## config.mk

```make
export PLATFORM = sky130hd
export DESIGN_NAME = uic_irq_ctrl
export DESIGN_NICKNAME = d
export VERILOG_FILES = /design/src/uic_pkg.sv /design/src/uic_irq_ctrl.sv
export SDC_FILE = /design/constraint.sdc
export NUM_CORES = 1
export LEC_CHECK = 0
export ABC_CLOCK_PERIOD_IN_PS = 4800
export BUFFER_PORTS_ARGS = -buffer_cell sky130_fd_sc_hd__buf_2
export CAP_MARGIN = 40
export CELL_PAD_IN_SITES_DETAIL_PLACEMENT = 0
export CELL_PAD_IN_SITES_GLOBAL_PLACEMENT = 1
export CORE_UTILIZATION = 41
export CTS_BUF_LIST = sky130_fd_sc_hd__clkbuf_8 sky130_fd_sc_hd__clkbuf_16
export DETAILED_ROUTE_END_ITERATION = 12
export GPL_ROUTABILITY_DRIVEN = 0
export PLACE_DENSITY = 0.77
export SETUP_SLACK_MARGIN = 0.1
export SYNTH_ARGS = -nofsm -noshare
export SYNTH_HDL_FRONTEND = slang
export SYNTH_SLANG_ARGS = --single-unit
```

## constraint.sdc

```tcl
create_clock -name clk -period 4.8 [get_ports clk]
set_input_delay 0.48 -clock clk [delete_from_list [all_inputs] [get_ports clk]]
set_output_delay 0.48 -clock clk [all_outputs]
set_load 0.01 [all_outputs]
```

## src/uic_pkg.sv

```systemverilog
// Constants, types and register map of the interrupt controller.
// Assumes a single 50 MHz clock shared with the core and peripherals.
// How it works
// - Endpoint enable bits 0..4; bits 7..5 reserved
// - Reset clears both enable registers
// - One pending flop per source, held until serviced
// - Pending requests only when its enable set
// - Service only at instruction boundary
// - Clear global enable, pending, then call
// - Call pushes PC and flags; return re-enables
// - Enable/disable instructions touch global enable only
// - Status bit 7 shows any pending source
// - Lowest vector number wins priority
// - Reset at 0x0000; vectors two bytes apart
// - Vectors 0x0002 through 0x0018 in order
// - Entry takes ten call plus five jump cycles
// - SE0 of 12 to 16 us is bus reset
// - Bus reset sets status bit 5
// - Bus reset clears address and hub registers
// - Bus reset pending raised when SE0 ends
// - Bus reset aborts power-on start-up delay
// - Endpoint interrupt on final handshake only
// - Hub interrupt on gated connect, babble, resume
// - DAC edge interrupt, polarity, one pin locks
// - Global enable bit layout, bit 7 reserved
package uic_pkg;
	// ----------------------------------------
	// Register map
	// ----------------------------------------
	localparam logic [7:0] OFS_GLOBAL_EN = 8'h00;
	localparam logic [7:0] OFS_EP_EN     = 8'h04;
	localparam logic [7:0] OFS_STATUS    = 8'h08;
	localparam logic [7:0] OFS_PENDING   = 8'h0c;
	localparam logic [7:0] OFS_DAC_EN    = 8'h10;
	localparam logic [7:0] OFS_DAC_POL   = 8'h14;
	localparam int BIT_GIE_SENSE = 2;
	localparam int BIT_BUS_RST   = 5;
	localparam int BIT_IRQ_PEND  = 7;
	localparam logic [6:0] RST_GLOBAL_EN = 7'h00;
	localparam logic [4:0] RST_EP_EN     = 5'h00;
	// ----------------------------------------
	// Sources and vectors
	// ----------------------------------------
	localparam int NSRC = 12;
	localparam int SRC_BUS_RST = 0;
	localparam int SRC_T128 = 1;
	localparam int SRC_T1MS = 2;
	localparam int SRC_EP0 = 3;
	localparam int SRC_HUB = 8;
	localparam int SRC_DAC = 9;
	localparam int SRC_GPIO = 10;
	localparam int SRC_SER = 11;
	localparam logic [13:0] RESET_VECTOR = 14'h0000;
	// ----------------------------------------
	// Timing
	// ----------------------------------------
	localparam int CLK_NS = 20;
	localparam int SE0_MIN_NS = 12000;
	localparam int SE0_MAX_NS = 16000;
	localparam int SE0_MIN_CYC = (SE0_MIN_NS + CLK_NS - 1) / CLK_NS;
	localparam int SE0_MAX_CYC = SE0_MAX_NS / CLK_NS;
	localparam logic [3:0] CALL_CYC = 4'ha;
	localparam logic [3:0] JUMP_CYC = 4'h5;
	// ----------------------------------------
	// Carriers
	// ----------------------------------------
	typedef struct packed {
		logic instr_done;
		logic irq_enable_instruction;
		logic irq_disable_instruction;
		logic return_from_irq_instruction;
	} uic_cpu_t;
	typedef struct packed {
		logic [3:0] conn_change;
		logic [3:0] babble;
		logic [3:0] resume;
		logic [3:0] port_enable;
		logic [3:0] port_forced;
	} uic_hub_t;
	typedef struct packed {
		logic        call;
		logic        stack_push;
		logic        handler_start;
		logic [13:0] vector;
	} uic_call_t;
endpackage

```

## src/uic_irq_ctrl.sv

```systemverilog
// Interrupt controller: pending flops, masking, priority, forced call.
// Assumes the core signals instruction boundaries and the enable, disable and return instructions,
// and that event inputs are one-cycle pulses on this clock.
//
// Local design decisions: the address map and the APB slave port.
`timescale 1ns/1ps
module uic_irq_ctrl #(
	parameter int DAC_W = 8
) (
	input  wire logic              clk,
	input  wire logic              rst,
	input  wire logic [7:0]        paddr,
	input  wire logic              psel,
	input  wire logic              penable,
	input  wire logic              pwrite,
	input  wire logic [31:0]       pwdata,
	output logic [31:0]            prdata,
	output logic                   pready,
	output logic                   pslverr,
	input  wire logic              usb_dp,
	input  wire logic              usb_dm,
	input  wire logic              startup_active,
	input  wire logic              tick_128us,
	input  wire logic              tick_1ms,
	input  wire logic [4:0]        ep_handshake,
	input  wire uic_pkg::uic_hub_t hub_ev,
	input  wire logic [DAC_W-1:0]  dac_pins,
	input  wire logic              gpio_irq,
	input  wire logic              serial_irq,
	input  wire uic_pkg::uic_cpu_t cpu,
	output uic_pkg::uic_call_t     call_out,
	output logic                   gie,
	output logic                   bus_reset_clear,
	output logic                   startup_abort
);
	import uic_pkg::*;

	typedef enum logic [1:0] {S_IDLE, S_CALL, S_JUMP} uic_state_t;

	logic [6:0]       glob_en_q;
	logic [4:0]       ep_en_q;
	logic [DAC_W-1:0] dac_en_q;
	logic [DAC_W-1:0] dac_pol_q;
	logic             busrst_flag_q;
	logic [NSRC-1:0]  pend_q;
	logic [NSRC-1:0]  set_ev;
	logic [NSRC-1:0]  clr_ev;
	logic [NSRC-1:0]  en_vec;
	logic [NSRC-1:0]  req;
	logic [3:0]       win;
	logic             take;
	logic             gie_q;
	uic_state_t       st_q;
	logic [3:0]       seq_q;
	uic_call_t        call_q;
	logic [31:0]      prdata_q;
	logic             pready_q;
	logic             pslverr_q;
	logic             wr;
	logic             setup;

	// ----------------------------------------
	// APB slave
	// ----------------------------------------
	// No wait state; pready and prdata come from flops loaded in the setup phase
	assign setup = psel && !penable && !pready_q;
	assign wr    = psel && penable && pready_q && pwrite;

	always_ff @(posedge clk or posedge rst) begin
		if (rst) begin
			pready_q  <= 1'b0;
			pslverr_q <= 1'b0;
			prdata_q  <= 32'h0;
		end else begin
			pready_q  <= setup;
			pslverr_q <= 1'b0;
			if (setup) begin
				prdata_q <= 32'h0;
				case (paddr)
				OFS_GLOBAL_EN: prdata_q[6:0] <= glob_en_q;
				OFS_EP_EN:     prdata_q[4:0] <= ep_en_q;
				OFS_STATUS: begin
					prdata_q[BIT_GIE_SENSE] <= gie_q;
					prdata_q[BIT_BUS_RST]   <= busrst_flag_q;
					prdata_q[BIT_IRQ_PEND]  <= |pend_q;
				end
				OFS_PENDING:   prdata_q[NSRC-1:0] <= pend_q;
				OFS_DAC_EN:    prdata_q[DAC_W-1:0] <= dac_en_q;
				OFS_DAC_POL:   prdata_q[DAC_W-1:0] <= dac_pol_q;
				default:       pslverr_q <= 1'b1;
				endcase
			end
		end
	end

	always_ff @(posedge clk or posedge rst) begin
		if (rst) begin
			glob_en_q <= RST_GLOBAL_EN;
			ep_en_q   <= RST_EP_EN;
			dac_en_q  <= '0;
			dac_pol_q <= '0;
		end else if (wr) begin
			if (paddr == OFS_GLOBAL_EN)
				glob_en_q <= pwdata[6:0];
			if (paddr == OFS_EP_EN)
				ep_en_q <= pwdata[4:0];
			if (paddr == OFS_DAC_EN)
				dac_en_q <= pwdata[DAC_W-1:0];
			if (paddr == OFS_DAC_POL)
				dac_pol_q <= pwdata[DAC_W-1:0];
		end
	end

	// ----------------------------------------
	// Upstream SE0 detection
	// ----------------------------------------
	logic [1:0] dp_s_q;
	logic [1:0] dm_s_q;
	logic       se0;
	logic [9:0] se0_cnt_q;
	logic       se0_seen_q;
	logic       busrst_det;
	logic       busrst_clr_q;
	logic       abort_q;

	always_ff @(posedge clk or posedge rst) begin
		if (rst) begin
			dp_s_q <= 2'h3;
			dm_s_q <= 2'h3;
		end else begin
			dp_s_q <= {dp_s_q[0], usb_dp};
			dm_s_q <= {dm_s_q[0], usb_dm};
		end
	end

	assign se0 = !dp_s_q[1] && !dm_s_q[1];
	// Recognised at the 12 us bound, well inside the 16 us limit
	assign busrst_det = se0 && (se0_cnt_q == 10'(SE0_MIN_CYC - 1));

	always_ff @(posedge clk or posedge rst) begin
		if (rst) begin
			se0_cnt_q  <= 10'h0;
			se0_seen_q <= 1'b0;
		end else begin
			if (!se0)
				se0_cnt_q <= 10'h0;
			else if (se0_cnt_q != 10'(SE0_MAX_CYC))
				se0_cnt_q <= se0_cnt_q + 10'h1;
			if (busrst_det)
				se0_seen_q <= 1'b1;
			else if (!se0)
				se0_seen_q <= 1'b0;
		end
	end

	always_ff @(posedge clk or posedge rst) begin
		if (rst) begin
			busrst_flag_q <= 1'b0;
			busrst_clr_q  <= 1'b0;
			abort_q       <= 1'b0;
		end else begin
			busrst_clr_q <= busrst_det;
			abort_q      <= busrst_det && startup_active;
			// Hardware set wins over a software write of zero
			if (busrst_det)
				busrst_flag_q <= 1'b1;
			else if (wr && paddr == OFS_STATUS && !pwdata[BIT_BUS_RST])
				busrst_flag_q <= 1'b0;
		end
	end

	// ----------------------------------------
	// DAC edge interrupt with pin lock
	// ----------------------------------------
	logic [DAC_W-1:0] dac_s1_q;
	logic [DAC_W-1:0] dac_s2_q;
	logic [DAC_W-1:0] dac_act_prev_q;
	logic [DAC_W-1:0] dac_act;
	logic [DAC_W-1:0] dac_rise;
	logic [DAC_W-1:0] dac_lock_q;
	logic [DAC_W-1:0] dac_pick;
	logic             dac_ev;

	assign dac_act  = ~(dac_s2_q ^ dac_pol_q);
	assign dac_rise = dac_act & ~dac_act_prev_q & dac_en_q;
	assign dac_pick = dac_rise & (~dac_rise + DAC_W'(1));
	assign dac_ev   = (dac_lock_q == '0) && (dac_rise != '0);

	always_ff @(posedge clk or posedge rst) begin
		if (rst) begin
			dac_s1_q       <= '0;
			dac_s2_q       <= '0;
			dac_act_prev_q <= '1;
			dac_lock_q     <= '0;
		end else begin
			dac_s1_q       <= dac_pins;
			dac_s2_q       <= dac_s1_q;
			dac_act_prev_q <= dac_act;
			if (dac_ev)
				dac_lock_q <= dac_pick;
			else if ((dac_lock_q & dac_act & dac_en_q) == '0)
				dac_lock_q <= '0;
		end
	end

	// ----------------------------------------
	// Pending flops and arbitration
	// ----------------------------------------
	always_comb begin
		set_ev = '0;
		set_ev[SRC_BUS_RST] = se0_seen_q && !se0;
		set_ev[SRC_T128] = tick_128us;
		set_ev[SRC_T1MS] = tick_1ms;
		set_ev[SRC_EP0 +: 5] = ep_handshake;
		set_ev[SRC_HUB] = |(hub_ev.conn_change & ~hub_ev.port_forced)
			|| |((hub_ev.babble | hub_ev.resume) & hub_ev.port_enable);
		set_ev[SRC_DAC] = dac_ev;
		set_ev[SRC_GPIO] = gpio_irq;
		set_ev[SRC_SER] = serial_irq;
	end

	always_comb begin
		en_vec = {glob_en_q[6:3], ep_en_q, glob_en_q[2:0]};
		req = pend_q & en_vec;
		win = 4'h0;
		for (int i = NSRC - 1; i >= 0; i--) begin
			if (req[i])
				win = 4'(i);
		end
	end

	assign take = (st_q == S_IDLE) && cpu.instr_done && gie_q
		&& (req != '0);

	always_comb begin
		clr_ev = '0;
		if (take)
			clr_ev[win] = 1'b1;
	end

	always_ff @(posedge clk or posedge rst) begin
		if (rst)
			pend_q <= '0;
		else
			pend_q <= (pend_q & ~clr_ev) | set_ev;
	end

	// ----------------------------------------
	// Global enable and forced call
	// ----------------------------------------
	always_ff @(posedge clk or posedge rst) begin
		if (rst)
			gie_q <= 1'b0;
		else if (take)
			gie_q <= 1'b0;
		else if (cpu.irq_disable_instruction)
			gie_q <= 1'b0;
		else if (cpu.irq_enable_instruction
			|| cpu.return_from_irq_instruction)
			gie_q <= 1'b1;
	end

	// No new entry starts until the handler's first instruction
	always_ff @(posedge clk or posedge rst) begin
		if (rst) begin
			st_q   <= S_IDLE;
			seq_q  <= 4'h0;
			call_q <= '{1'b0, 1'b0, 1'b0, RESET_VECTOR};
		end else begin
			call_q.stack_push    <= 1'b0;
			call_q.handler_start <= 1'b0;
			case (st_q)
			S_IDLE: begin
				if (take) begin
					st_q              <= S_CALL;
					seq_q             <= CALL_CYC - 4'h1;
					call_q.call       <= 1'b1;
					call_q.stack_push <= 1'b1;
					call_q.vector     <= {9'h0, win + 4'h1, 1'b0};
				end
			end
			S_CALL: begin
				seq_q <= seq_q - 4'h1;
				if (seq_q == 4'h0) begin
					st_q        <= S_JUMP;
					seq_q       <= JUMP_CYC - 4'h1;
					call_q.call <= 1'b0;
				end
			end
			S_JUMP: begin
				seq_q <= seq_q - 4'h1;
				if (seq_q == 4'h0) begin
					st_q                 <= S_IDLE;
					call_q.handler_start <= 1'b1;
				end
			end
			default: st_q <= S_IDLE;
			endcase
		end
	end

	assign prdata          = prdata_q;
	assign pready          = pready_q;
	assign pslverr         = pslverr_q;
	assign call_out        = call_q;
	assign gie             = gie_q;
	assign bus_reset_clear = busrst_clr_q;
	assign startup_abort   = abort_q;
endmodule

```

* Yosys cells after proc, flatten, opt, wreduce, memory -nomap -nowiden
Cells that the tools add are included.
Storage, ports and cells: input port bits 89, logic and storage cells 159, register bits 118, output and inout port bits 54
Operators by class: equality and inequality tests 14, bitwise operators 17, reductions and logical operators 48, multiplexer cells 48, add/subtract/negate cells 4, $lt $le $gt $ge 2
Operators by type and width (number):
- $mux W4 | 15
- $and A8 B8 Y8 | 5
- $and A12 B12 Y12 | 2
- $logic_not A8 Y1 | 3
- $not A8 Y8 | 3
- $mux W10 | 2
- $pmux W2 S5 | 2
- $eq A8 B4 Y1 const B | 2
- $eq A8 B5 Y1 const B | 2
- $logic_and A1 B1 Y1 | 16
- $mux W8 | 2
- $mux W1 | 14
- $mux W12 | 1
- $not A12 Y12 | 1
- $or A12 B12 Y12 | 1
- $pmux W4 S3 | 1
- $reduce_and A2 Y1 | 6
- $reduce_bool A12 Y1 | 1
- $reduce_or A12 Y1 | 1
- $add A10 B1 Y10 const B | 1
- $eq A10 B10 Y1 const B | 1
- $ne A10 B10 Y1 const B | 1
- $add A8 B1 Y8 const B | 1
- $and A4 B4 Y4 | 2
- other kinds (29) | 47

* Longest topological paths before layout
word-level depth 21, mapped depth 8, depth with buffers taken out 8

* Worst setup path before layout
OpenSTA, ideal clock, no wires.
path kind register to register, from reg pend_q[10], to reg pend_q[8], arrival 1.788 ns, period minus slack after synthesis 1.917 ns, setup time 0.129 ns, setup slack 2.883 ns, required time 4.671 ns, cell stages (with the launch flop) 8, buffers on the path 0, cells stage by stage dfrtp_1 -> a22oi_1 -> o211ai_1 -> a221oi_1 -> or2_2 -> ha_1 -> nand2_1 -> a2111o_1
Between the ends: word-level cells in the longest chain between the ends 20, elaborated cells on any way between the ends 23, classes of those cells order compare (2); mux (14); bitwise (4); reduce/logical (3)
RTL lines:
- from (decl) | RTL line uic_irq_ctrl.sv:45 | logic [NSRC-1:0] pend_q;
- from (signal assigned) | RTL line uic_irq_ctrl.sv:245 | pend_q <= (pend_q & ~clr_ev) | set_ev;
- $and A12 B12 Y12 * | RTL line uic_irq_ctrl.sv:224 | req = pend_q & en_vec;
- $mux W4 (11 in a row) | RTL line uic_irq_ctrl.sv:227 | if (req[i])
- $lt A4 B5 Y1 (not written as such) or $ge A4 B1 Y1 (tied branches) | RTL line uic_irq_ctrl.sv:238 | clr_ev[win] = 1'b1;
- $logic_and A1 B1 Y1 (not written as such) | RTL line uic_irq_ctrl.sv:238
- $mux W1 (not written as such) | RTL line uic_irq_ctrl.sv:238
- $demux W1 S4 | RTL line uic_irq_ctrl.sv:238
- $mux W12 * | RTL line uic_irq_ctrl.sv:237 | if (take)
- $not A12 Y12 * | RTL line uic_irq_ctrl.sv:245
- $and A12 B12 Y12 * | RTL line uic_irq_ctrl.sv:245
- $or A12 B12 Y12 * | RTL line uic_irq_ctrl.sv:245
Mark *: on every way between the ends. The rest lies on a longest branch, timed or not. A chain may end at the register's enable or synchronous reset.

* Final worst setup path
from reg glob_en_q[5], to reg call_q (netlist bit call_out[2])
Between the ends: word-level cells in the longest chain between the ends 13, elaborated cells on any way between the ends 16, classes of those cells add/sub (1); mux (11); bitwise (1); reduce/logical (3)
RTL lines:
- from (decl) | RTL line uic_irq_ctrl.sv:40 | logic [6:0] glob_en_q;
- from (signal assigned) | RTL line uic_irq_ctrl.sv:104 | glob_en_q <= pwdata[6:0];
- $and A12 B12 Y12 * | RTL line uic_irq_ctrl.sv:224
- $mux W4 (11 in a row) | RTL line uic_irq_ctrl.sv:227
- $add A4 B1 Y4 | RTL line uic_irq_ctrl.sv:279 | call_q.vector <= {9'h0, win + 4'h1, 1'b0};
- to (signal assigned) | RTL line uic_irq_ctrl.sv:268 | call_q <= '{1'b0, 1'b0, 1'b0, RESET_VECTOR};
- to (decl) | RTL line uic_irq_ctrl.sv:55 | uic_call_t call_q;
Marks and branches as above.

==> impl_metrics.env <==
export IMPL_period_minus_slack_ps=2260
export IMPL_cp_slowest_stage_delay_ps=500
export IMPL_synth_cells=495
export IMPL_cp_required_ps=5090
export IMPL_clkPwrFrac_pct=48.6
export IMPL_clock_latency_ps=410
export IMPL_cp_num_buf_inv=1
export IMPL_dr_wl_met2_um=5900
export IMPL_slew_headroom_pct=60.3
export IMPL_drc=0
export IMPL_finClkSkew_ps=9.65
export IMPL_track_usage_pct=18.9
export IMPL_synth_edff_count=0
export IMPL_crit_cells=7
export IMPL_synthMuxAreaShare_pct=6.84
export IMPL_placed_cells_incl_taps=752
export IMPL_wl_per_cell_um=15.6
export IMPL_status="completed"
export IMPL_grt_pass1_vias=4029
export IMPL_yosys_cell_types_count=63
export IMPL_syn_area_per_cell_um2=11.2
export IMPL_critPathCaptureType="flip-flop"
export IMPL_yosys_warnings=0
export IMPL_power_density_nw_per_um2=399
export IMPL_cts_root_buf="clkbuf_16"
export IMPL_cts_tree="done"
export IMPL_critPathMaxFanout=4
export IMPL_endpoint="call_out[2]"
export IMPL_reg2reg_slack_ps=2540
export IMPL_area_growth_pct=20.8
export IMPL_cts_sinks=118
export IMPL_m1WireLength_um=5480
export IMPL_critPathLaunchType="flip-flop"
export IMPL_die_area_um2=14000
export IMPL_drt_initial_drc_count=245
export IMPL_rows=42
export IMPL_fp_dieW_um=118
export IMPL_setup_viol_count_final=0
export IMPL_ys_flop_type="dfrtp_1"
export IMPL_finalPower_uw=2680
export IMPL_period_share_pct=47.0
export IMPL_rsz0062_at_grt="no"
export IMPL_grt_ovfl_total=0
export IMPL_p_sw_uw=623
export IMPL_wl_met3_um=665
export IMPL_hold_viol_final=0
export IMPL_grt_start_max_net_pins=57
export IMPL_worst_r2r_cell_count=7
export IMPL_p_comb_share_pct=11.4
export IMPL_cell_internal_pwr_uw=2060
export IMPL_p_leak_uw=0.00322
export IMPL_syn_cell_area_um2=5560
export IMPL_critPathLaunch="glob_en_q[5]"
export IMPL_seqPwrFrac_pct=40.0
export IMPL_dr_pass1_iters=4
export IMPL_post_cts_buffers=0
export IMPL_post_drt_via_cell_ratio=5.14
export IMPL_totalWireLength_um=12200
export IMPL_ioPinCount=143
export IMPL_finalSetupTns_ps=0
export IMPL_p_sw_share_pct=23.2
export IMPL_cts_buffers=17
export IMPL_grt_first_pass_wirelength_um=20300
export IMPL_whs_ps=42.0
export IMPL_final_util_pct=50.7
export IMPL_slew_violations=0
export IMPL_portBuffers=88
export IMPL_initial_utilization_pct=42.0
export IMPL_critPathSlowestCell="a221oi_1"
export IMPL_holdBufCountCts=0
export IMPL_layout_drive_gt1_share_pct=29.3
export IMPL_r2r_end="call_out[2]"
export IMPL_synthAdderAreaFrac_pct=2.93
export IMPL_path_delay_family="compound AO/OA/AOI/OAI gates"
export IMPL_clkTransAtPathRegs_ps=50
export IMPL_hpwl_um=9140
export IMPL_fmax_ghz=0.443
export IMPL_path_cells="and2_1 > o211ai_1 > a31oi_1 > a221oi_1 > inv_1 > ha_1 > mux2_2"
export IMPL_clock_path_buffers=2
export IMPL_ys_seq_elements=118
export IMPL_ant_nets=0
export IMPL_synth_compound_area_share_pct=12.6
export IMPL_vdd_drop_max_v=0.000353
export IMPL_worst_slew_pin_slew_ps=596
export IMPL_nNetsFinal=697
export IMPL_vias=4030
export IMPL_antenna_found_initial=0
export IMPL_num_antenna_cells=0
export IMPL_cts_repair_resized=0
export IMPL_synthArstFlopShare_pct=100
export IMPL_core_area_um2=13200
export IMPL_crit_arrival_ps=2550
export IMPL_cts_max_level=4
export IMPL_dr_max_layer_used="met4"
export IMPL_synthSimpleGateAreaFrac_pct=15.4
export IMPL_worstSetupPathType="flip-flop to flip-flop"
export IMPL_reg2reg_from="glob_en_q[5]"
export IMPL_hold_path_class="input port to asynchronous set/reset pin"
export IMPL_synth_top_family_by_area="simple AND/OR/NAND/NOR gates"
export IMPL_layoutNonFillerInstCount=784
export IMPL_die_height_um=118
export IMPL_maxCapViolations=0
export IMPL_synthXorXnorAreaFrac_pct=2.52
export IMPL_seq_area_frac_synth_pct=53.4
==> per-stage QoR <==
stage                     instance area [um^2]  worst slack (ps)
after floorplan                           5670              1210
after global placement                    6070              2570
after detailed placement                  6100              2560
after CTS                                 6710              2550
after global routing                      6710              2310
final                                     6710              2540
==> cell usage in the layout (no fill, tap or decap), types with 13 or more instances in the layout <==
master	netlist	final
nand2_1	55	55
inv_1	20	22
buf_2	2	88
ha_1	13	13
nor2_1	23	23
conb_1	1	30
nand3_1	18	18
o21ai_0	19	19
dfrtp_1	106	106
clkbuf_16	0	17
mux2_2	32	32
==> how the worst min path moves through the flow <==
| stage | startpoint | end | slack, ps |
|---|---|---|---|
| 6_report | rst | dac_pol_q[0] | 40 |
| 5_1_grt | rst | se0_cnt_q[8] | 50 |
| 4_1_cts | rst | se0_cnt_q[8] | 40 |
| 3_5_place_dp | dac_s1_q[3] | dac_s2_q[3] | 340 |
| 3_3_place_gp | dac_s1_q[6] | dac_s2_q[6] | 330 |
| 2_1_floorplan | dac_s1_q[0] | dac_s2_q[0] | 330 |
==> registers in the layout, indices dropped and copies added (netlist names), 8 cells and up <==
signal / flops
dac_act_prev_q: 8
dac_pol_q: 8
dac_s1_q: 8
dac_s2_q: 8
se0_cnt_q: 10
pend_q: 12
dac_lock_q: 8
prdata: 12
dac_en_q: 8
==> power by group through the flow <==
stage | Clock (uW) | Sequential [uW] | Combinational (uW)
floorplan | 0 | 1090 | 228
global placement | 0 | 1090 | 295
detailed placement | 0 | 1090 | 307
CTS | 1330 | 1070 | 307
global route | 1380 | 1080 | 346
finish | 1300 | 1070 | 304
==> cells by family (layout without fill, tap and decap cells) <==
group,after synthesis,after routing
and+or+nand+nor,159,159
xor gates and xnor gates,16,16
other,1,30
DFF,118,118
muxes,34,34
adders and majority gates,13,13
AOI/OAI and AO/OA,96,96
buffers and inverters,58,142
==> layer usage <==
metal	global-route usage, %	vias to the layer above
met5	0	-
met4	6.96	0
met3	5.74	12
met2	30.7	133
met1	23.8	1965
li1	-	1920
==> synthesized netlist by cell type (4+ instances only) <==
master / instances / area [um^2]
a31oi_1: 4 / 25.0
xor2_1: 7 / 61.3
a21o_1: 11 / 82.6
inv_1: 20 / 75.1
dfrtp_1: 106 / 2650
buf_4: 31 / 233
o22ai_1: 4 / 25.0
nand2_1: 55 / 206
dfstp_2: 12 / 315
nand4_1: 6 / 37.5
nand3_1: 18 / 90.1
o21ai_0: 19 / 95.1
nor4_1: 6 / 37.5
and2_1: 7 / 43.8
and3_1: 6 / 37.5
xnor2_1: 9 / 78.8
nand3b_1: 4 / 30.0
a32o_1: 8 / 80.1
a221oi_1: 4 / 35.0
nor3_1: 8 / 40.0
nor2_1: 23 / 86.3
a21oi_1: 10 / 50.1
a22o_1: 7 / 61.3
mux2_2: 32 / 360
clkbuf_1: 4 / 15.0
a211oi_1: 5 / 37.5
ha_1: 13 / 163
o2bb2ai_1: 7 / 61.3
==> layout make-up <==
cell class / instances / area [um^2]
clock inverters: 13 / 164
repair buffers: 90 / 475
inverters: 20 / 77.6
multi-input cells: 348 / 2360
flip-flops and latches: 118 / 2970
fillers: 1208 / 6530
well taps: 176 / 220
clock buffers: 19 / 453
==> worst reg2reg max path, cell delays in order, from the launching register on <==
cell and delay [ps]:
dfrtp_1 420, and2_1 180, o211ai_1 220, a31oi_1 120
a221oi_1 500, inv_1 130, ha_1 310, mux2_2 260
(Power assumes the default switching activity.)
